### src/logic/dpll_phase_cfg.svh
// constants for the coarse phase detector configuration block
// assumes one includer per compile unit; guard prevents double definition
`ifndef DPLL_PHASE_CFG_SVH
`define DPLL_PHASE_CFG_SVH

// register byte addresses
`define COARSE_CFG_ADDR     8'h74
`define COARSE_STATUS_ADDR  8'h78

// configuration register reset and field positions
`define COARSE_CFG_RESET    8'h85
`define CFG_UNUSED_MASK     8'hEF
`define LOSS_EN_BIT         7
`define WIDE_EN_BIT         6
`define FULL_SPAN_BIT       5
`define LIMIT_HI            3
`define LIMIT_LO            0

// status register field positions
`define ST_COUNT_LO         16
`define ST_LOSS_BIT         2
`define ST_LOCK_BIT         1
`define ST_MODE_BIT         0

// bus responses
`define RESP_OKAY           2'h0
`define RESP_SLVERR         2'h2

`endif

### src/logic/dpll_phase_pkg.sv
// types shared by the coarse phase detector configuration block
// assumes no other package; constants live in dpll_phase_cfg.svh
package dpll_phase_pkg;
   typedef logic [1:0] axi_resp_t;
   // which phase result feeds the loop filter
   typedef enum logic {PH_LIMITED, PH_FULL_SPAN} phase_mode_t;
endpackage : dpll_phase_pkg

### src/logic/dpll_coarse_phase_detector_cfg.sv
// coarse phase detector configuration and phase result selection
// assumes slip pulses and fine phase come from logic on core_clk
//
// How it works
// - wide bit enables wide phase and lock detector; clear turns it off
// - full span bit clear limits loop phase to plus or minus one cycle
// - full span bit set passes whole coarse measurement for faster pull-in
// - limited response trades slower pull-in for less overshoot
//
// Our own choice: the AXI4-Lite interface to the registers.
`timescale 1ns/100ps
`default_nettype none
`include "dpll_phase_cfg.svh"

module dpll_coarse_phase_detector_cfg #(
   parameter int COUNT_W = 14,
   parameter int FRAC_W  = 8
) (
   input  wire logic                       core_clk,
   input  wire logic                       rst_n,
   input  wire logic [7:0]                 s_axi_awaddr,
   input  wire logic                       s_axi_awvalid,
   output logic                            s_axi_awready,
   input  wire logic [31:0]                s_axi_wdata,
   input  wire logic [3:0]                 s_axi_wstrb,
   input  wire logic                       s_axi_wvalid,
   output logic                            s_axi_wready,
   output logic [1:0]                      s_axi_bresp,
   output logic                            s_axi_bvalid,
   input  wire logic                       s_axi_bready,
   input  wire logic [7:0]                 s_axi_araddr,
   input  wire logic                       s_axi_arvalid,
   output logic                            s_axi_arready,
   output logic [31:0]                     s_axi_rdata,
   output logic [1:0]                      s_axi_rresp,
   output logic                            s_axi_rvalid,
   input  wire logic                       s_axi_rready,
   input  wire logic                       slip_up,
   input  wire logic                       slip_down,
   input  wire logic [FRAC_W-1:0]          fine_phase,
   output logic                            wide_detector_en,
   output logic                            wide_lock,
   output logic                            coarse_phase_loss,
   output logic signed [COUNT_W+FRAC_W-1:0] loop_phase
);

   localparam int PW = COUNT_W + FRAC_W;

   // configuration byte and bus state
   logic [7:0]             coarse_phase_loss_config;
   logic                   aw_held;
   logic                   w_held;
   logic [7:0]             aw_addr;
   logic [31:0]            w_data;
   logic [3:0]             w_strb;
   logic signed [COUNT_W-1:0] cycle_count;
   logic signed [PW-1:0]   full_phase;
   logic signed [PW-1:0]   next_loop_phase;
   logic signed [COUNT_W-1:0] next_cycle_count;
   logic [COUNT_W-1:0]     count_mag;
   logic [31:0]            status_word;
   logic [31:0]            next_rdata;
   logic                   do_write;
   logic                   hit_cfg_w;
   logic                   hit_st_w;
   logic                   hit_cfg_r;
   logic                   hit_st_r;
   logic                   wide_en;
   logic                   loss_en;
   logic [3:0]             loss_limit;
   dpll_phase_pkg::phase_mode_t mode;

   localparam logic signed [COUNT_W-1:0] CNT_MAX =
      {1'b0, {(COUNT_W-1){1'b1}}};
   localparam logic signed [COUNT_W-1:0] CNT_MIN =
      {1'b1, {(COUNT_W-1){1'b0}}};
   localparam logic signed [PW-1:0] ONE_CYCLE =
      PW'(1) <<< FRAC_W;

   // word-aligned address match, reused by read and write decode
   function automatic logic addr_hit(input logic [7:0] a,
                                     input logic [7:0] reg_addr);
      addr_hit = (a[7:2] == reg_addr[7:2]);
   endfunction : addr_hit

   // field decode of the configuration byte
   assign wide_en    = coarse_phase_loss_config[`WIDE_EN_BIT];
   assign loss_en    = coarse_phase_loss_config[`LOSS_EN_BIT];
   assign loss_limit = coarse_phase_loss_config[`LIMIT_HI:`LIMIT_LO];
   assign mode       = coarse_phase_loss_config[`FULL_SPAN_BIT] ?
                       dpll_phase_pkg::PH_FULL_SPAN :
                       dpll_phase_pkg::PH_LIMITED;
   assign wide_detector_en = wide_en;

   // bus decode
   assign hit_cfg_w = addr_hit(aw_addr, `COARSE_CFG_ADDR);
   assign hit_st_w  = addr_hit(aw_addr, `COARSE_STATUS_ADDR);
   assign hit_cfg_r = addr_hit(s_axi_araddr, `COARSE_CFG_ADDR);
   assign hit_st_r  = addr_hit(s_axi_araddr, `COARSE_STATUS_ADDR);
   assign do_write  = aw_held && w_held && !s_axi_bvalid;

   // one write outstanding: stop taking until the response drains
   assign s_axi_awready = !aw_held && !s_axi_bvalid;
   assign s_axi_wready  = !w_held && !s_axi_bvalid;
   assign s_axi_arready = !s_axi_rvalid;

   // write address and data captured in either order
   always_ff @(posedge core_clk) begin
      if (!rst_n) begin
         aw_held <= 1'b0;
         w_held  <= 1'b0;
         aw_addr <= 8'h00;
         w_data  <= 32'h0000_0000;
         w_strb  <= 4'h0;
      end else begin
         if (s_axi_awvalid && s_axi_awready) begin
            aw_held <= 1'b1;
            aw_addr <= s_axi_awaddr;
         end else if (do_write) begin
            aw_held <= 1'b0;
         end
         if (s_axi_wvalid && s_axi_wready) begin
            w_held <= 1'b1;
            w_data <= s_axi_wdata;
            w_strb <= s_axi_wstrb;
         end else if (do_write) begin
            w_held <= 1'b0;
         end
      end
   end

   // register update and write response; status writes are ignored
   always_ff @(posedge core_clk) begin
      if (!rst_n) begin
         coarse_phase_loss_config <= `COARSE_CFG_RESET;
         s_axi_bvalid <= 1'b0;
         s_axi_bresp  <= `RESP_OKAY;
      end else begin
         if (do_write) begin
            if (hit_cfg_w && w_strb[0]) begin
               // bit 4 is unused and always stored as zero
               coarse_phase_loss_config <= w_data[7:0] & `CFG_UNUSED_MASK;
            end
            s_axi_bvalid <= 1'b1;
            s_axi_bresp  <= (hit_cfg_w || hit_st_w) ?
                            `RESP_OKAY : `RESP_SLVERR;
         end else if (s_axi_bready) begin
            s_axi_bvalid <= 1'b0;
         end
      end
   end

   // read data mux; unmapped reads return zero with an error
   // count sits from bit 16 up; a wider count is cut at the word's top
   assign status_word = 32'({cycle_count,
                             {(`ST_COUNT_LO - `ST_LOSS_BIT - 1){1'b0}},
                             coarse_phase_loss, wide_lock,
                             mode == dpll_phase_pkg::PH_FULL_SPAN});
   assign next_rdata  = hit_cfg_r ? {24'h00_0000, coarse_phase_loss_config}
                      : hit_st_r  ? status_word
                      : 32'h0000_0000;

   always_ff @(posedge core_clk) begin
      if (!rst_n) begin
         s_axi_rvalid <= 1'b0;
         s_axi_rdata  <= 32'h0000_0000;
         s_axi_rresp  <= `RESP_OKAY;
      end else if (s_axi_arvalid && s_axi_arready) begin
         s_axi_rvalid <= 1'b1;
         s_axi_rdata  <= next_rdata;
         s_axi_rresp  <= (hit_cfg_r || hit_st_r) ?
                         `RESP_OKAY : `RESP_SLVERR;
      end else if (s_axi_rready) begin
         s_axi_rvalid <= 1'b0;
      end
   end

   // whole-cycle tracker: counts slips only while the wide detector runs,
   // saturating so a runaway input cannot wrap the phase sign
   always_comb begin
      next_cycle_count = cycle_count;
      if (!wide_en) begin
         next_cycle_count = '0;
      end else if (slip_up && !slip_down && cycle_count != CNT_MAX) begin
         next_cycle_count = cycle_count + COUNT_W'(1);
      end else if (slip_down && !slip_up && cycle_count != CNT_MIN) begin
         next_cycle_count = cycle_count - COUNT_W'(1);
      end
   end

   // full measurement in cycles and fraction of a cycle
   assign full_phase = {cycle_count, fine_phase};
   assign count_mag  = cycle_count[COUNT_W-1] ?
                       COUNT_W'(-cycle_count) : COUNT_W'(cycle_count);

   // phase handed to the loop filter
   always_comb begin
      next_loop_phase = full_phase;
      if (mode == dpll_phase_pkg::PH_FULL_SPAN) begin
         // large error reaches the filter whole for fast pull-in
         next_loop_phase = full_phase;
      end else if (full_phase > ONE_CYCLE) begin
         // clamped error slows pull-in but limits overshoot
         next_loop_phase = ONE_CYCLE;
      end else if (full_phase < -ONE_CYCLE) begin
         next_loop_phase = -ONE_CYCLE;
      end
   end

   // tracker keeps the true phase in both modes; only the result is clamped
   always_ff @(posedge core_clk) begin
      if (!rst_n) begin
         cycle_count       <= '0;
         loop_phase        <= '0;
         wide_lock         <= 1'b0;
         coarse_phase_loss <= 1'b0;
      end else begin
         cycle_count <= next_cycle_count;
         loop_phase  <= next_loop_phase;
         // lock means input within the current cycle of the output
         wide_lock   <= wide_en && (next_cycle_count == '0);
         coarse_phase_loss <= loss_en && wide_en &&
                              (count_mag > COUNT_W'(loss_limit));
      end
   end

endmodule : dpll_coarse_phase_detector_cfg

`default_nettype wire

### config.mk
export PLATFORM = sky130hd
export DESIGN_NAME = dpll_coarse_phase_detector_cfg
export DESIGN_NICKNAME = d
export VERILOG_FILES = /design/src/logic/dpll_phase_pkg.sv /design/src/logic/dpll_coarse_phase_detector_cfg.sv
export VERILOG_INCLUDE_DIRS = /design/src /design/src/logic
export SDC_FILE = /design/constraint.sdc
export NUM_CORES = 1
export LEC_CHECK = 0
export ABC_AREA = 1
export ABC_CLOCK_PERIOD_IN_PS = 2450
export BUFFER_PORTS_ARGS = -buffer_cell sky130_fd_sc_hd__buf_2
export CAP_MARGIN = 25
export CORE_ASPECT_RATIO = 1.4
export CORE_MARGIN = 8
export CORE_UTILIZATION = 52
export DETAILED_ROUTE_END_ITERATION = 8
export HOLD_SLACK_MARGIN = 0.02
export PLACE_DENSITY = 0.81
export SYNTH_ARGS = -nofsm -noshare
export SYNTH_HDL_FRONTEND = slang
export SYNTH_SLANG_ARGS = --single-unit
### constraint.sdc
create_clock -name core_clk -period 2.45 [get_ports core_clk]
set_input_delay 0.49 -clock core_clk [delete_from_list [all_inputs] [get_ports core_clk]]
set_output_delay 0.49 -clock core_clk [all_outputs]
set_load 0.02 [all_outputs]
==> summary.txt <==
Setup path
  – Worst R2R Setup Slack: 0.29 ns
  – R2r startpoint: cycle_count[0]
  – Reg2reg end: loop_phase[7]
  – Slowest cell delay on critical path: 0.43 ns
  – Worst reg2reg path depth: 11
  – Worst setup path category: reg -> reg
  – CP endpoint kind: flip-flop
  – Worst-path fanout max: 21
  – Startpoint types: flip-flop
  – Critical-path cell list: ha_1 -> nand2_2 -> nor2_4 -> nand2_4 -> clkinv_4 -> nand4_1 -> ha_1 -> nand2_1 -> buf_12 -> nand2_1 -> nor2_1
  – CP arrival: 2.43 ns
  – CP required: 2.72 ns
  – CP max stage cell: dfxtp_1

Detailed routing
  – ANT nets after route: 0
  – First-pass iteration count of the detailed router: 5
  – Initial DRC count: 272
  – Vias: 4,309
  – Vias per Instance: 5.19
  – DRC: 0
  – WL/cell: 14.9 microns
  – Post-Route WL: 12,400 microns

Placed design
  – Setup WS pre-CTS: 0.334 ns
  – Placed insts: 814
  – GPL Wtd Cong: 0.924
  – Port bufs: 89
  – DP Area: 4860 sq um
  – Detail Placement HPWL: 9500 microns

Layout
  – FF/Latch Area: 1720 sq um
  – Fillers: 800
  – Antenna Cells: 0
  – Fin nets: 800
  – Multi-input gate area: 2240 sq um
  – Layout cells sized above 1: 0.205
  – Design Area, Final: 5190 sq um
  – Area grow syn2layout: 18.9%
  – Finished Layout Cells: 830

Power and ir drop
  – Static leakage: 2.57 nW
  – Internal: 0.00242 W
  – Clock Power Share: 0.461
  – Switching pwr: 0.000783 W
  – Maximum vdd drop: 643 uV
  – Sequential power share: 0.455
  – Pwr/cell area: 618 nW/um^2
  – Logic pwr share: 0.084
  – Net Sw Frac: 0.244

Synth
  – Post-synth EDFFs: 0
  – Post-synthesis instance total: 635
  – Cell Area, Synth: 4360 sq um
  – FFs w/ async S/R, synth: 0
  – Synth warnings: 0
  – FF+latch count, synth: 86
  – Sequential share of the synthesized area: 0.395
  – Netlist cell types: 34
  – Mean post-synth cell area: 6.87 sq um
  – Top_reg_cell synth: dfxtp_1

Clocking
  – Hold-fix buffers, CTS: 0
  – H-tree depth: 3
  – CTS tree: yes
  – Post-CTS Resized: 0
  – Cts bufs inserted: 9
  – Clk_lat worst skew: 0.35 ns
  – Clock buffer depth: 2
  – Sink Count: 86
  – Postcts setup bufs: 0
  – Reg clk slew, reported paths: 0.07 ns
  – Root Buffer: clkbuf_16

STA
  – Worst setup margin: 0.291 ns
  – Final Hold Fails: 0
  – Maximum clock rate: 0.463 GHz
  – Clk_skew: 0.0120 ns
  – Final max-slew violation count: 0
  – Tmin final: 2.16 ns
  – Relative slew slack: 0.497
  – Final Cycle Share: 0.881
  – RSZ-0062 raised after global routing: false
  – Worst-margin pin slew: 0.750 ns
  – Final setup violation count: 0
  – Setup TNS: 0 ns

GRT
  – Grt ovf: 0
  – Met1 usage: 0.217
  – Overall global routing resource usage: 0.218
  – Met2 Track Usage GR: 0.396
  – First-pass GRT wire length: 20,200 microns
  – Initial antenna violation count: 0
  – Vias in the first global route: 4,339
  – Pin count of the biggest net entering global routing: 30
  – GRT busiest layer: met2
  – Met3 Use GR: 0.0549

Hold path
  – Hold Path Class: in -> reg
  – Hold path endpoint: loop_phase[3]
  – Hold_sp: fine_phase[3]
  – Hold depth: 3

Floorplanning
  – Die Y: 124 microns
  – Core Rows: 39
  – IO Count: 135
  – Die width: 93.4 microns
  – Core box area: 8150 sq um
  – Die Area: 11,600 sq um
  – Initial Util: 0.535

Run status
  – Status: completed

Flow run
  – Max cap viols: 0
-- cell families after synthesis --
| group | count (synthesis) | share of synthesized area |
|---|---|---|
| AO/OA/AOI/OAI | 99 | 0.121 |
| XOR/XNOR | 6 | 0.0120 |
| adder cells (fa/ha/maj) | 8 | 0.0229 |
| buffers and inverters | 95 | 0.103 |
| flip-flops | 86 | 0.395 |
| other | 1 | 0.000860 |
| AND/OR/NAND/NOR | 340 | 0.346 |
-- state kept, by name, summed over array words and instances (netlist names) --
register                  count
aw_addr                       6
aw_held                       1
coarse_phase_loss             1
coarse_phase_loss_config      7
cycle_count                  14
loop_phase                   22
s_axi_bresp                   1
s_axi_bvalid                  1
s_axi_rdata                  21
s_axi_rresp                   1
s_axi_rvalid                  1
w_data                        7
w_held                        1
w_strb                        1
wide_lock                     1
-- layer usage --
layer / wire length, microns / part of all wire
met2: 6680 / 0.54
met3: 637 / 0.051
met5: 0 / 0
met4: 448 / 0.036
met1: 4600 / 0.37
-- cell usage after synthesis, drive strengths merged (7+ instances only) --
master	count	area, sq um
a21oi	51	263
inv	55	206
nor2	100	438
o21ai	37	185
clkbuf	14	52.6
ha	8	100
buf	23	173
nand2	166	682
dfxtp	86	1720
nand3	62	320
nor3	7	35.0
-- worst max-delay path by stage --
| stage | start | end | slack [ns] | cells past startpoint |
|---|---|---|---|---|
| after floorplan | cycle_count[0] | loop_phase[0] | 0.56 | 11 |
| after global placement | cycle_count[0] | loop_phase[8] | 0.35 | 10 |
| after detailed placement | cycle_count[0] | loop_phase[8] | 0.33 | 10 |
| after CTS | cycle_count[0] | loop_phase[7] | 0.28 | 11 |
| after global routing | cycle_count[1] | wide_lock | 0.06 | 14 |
| final | cycle_count[0] | loop_phase[7] | 0.29 | 11 |
-- worst max-delay path: cells and delay by family (launching register included) --
family	cells	cell delay, ns
simple gates	7	0.82
fa+ha+maj	2	0.58
flops	1	0.43
buf+inv	2	0.23
-- stage by stage --
step / hold slack, ns / power [W] / utilization
6_report: 0.384 / 0.00321 / 0.637
5_1_grt: 0.390 / 0.00331 / 0.637
4_1_cts: 0.375 / 0.00322 / 0.637
3_5_place_dp: 0.452 / 0.00176 / 0.597
3_3_place_gp: 0.437 / 0.00175 / 0.597
2_1_floorplan: 0.430 / 0.00168 / -
-- area by class of cell --
cell class	count	share of cell area
Sequential cell	86	0.332
Multi-Input combinational cell	466	0.431
Inverter	58	0.0429
Clock buffer	9	0.0434
Timing Repair Buffer	102	0.107
Tap cell	102	0.0246
Clock inverter	7	0.0188
-- placed cells by master, fill, tap and decap left out, drive strengths merged --
master    instances
nand4             4
nand2           166
dfxtp            86
xor2              5
conb             13
nor2            100
ha                8
inv              56
xnor2             1
o21a              1
clkbuf            9
nor3b             1
clkinvlp          2
a31oi             2
o211ai            5
buf             102
a21oi            51
a211oi            2
bufinv            2
nor3              7
o21bai            1
nand3            62
o21ai            37
clkinv            5
-- power groups by stage --
stage	combinational (W)	sequential, W	clock [W]
6_report	0.000269	0.00146	0.00148
5_1_grt	0.000301	0.00146	0.00154
4_1_cts	0.000269	0.00146	0.00150
3_5_place_dp	0.000267	0.00149	0
3_3_place_gp	0.000259	0.00149	0
2_1_floorplan	0.000178	0.00151	0
Power figures use the tool's default switching activity.
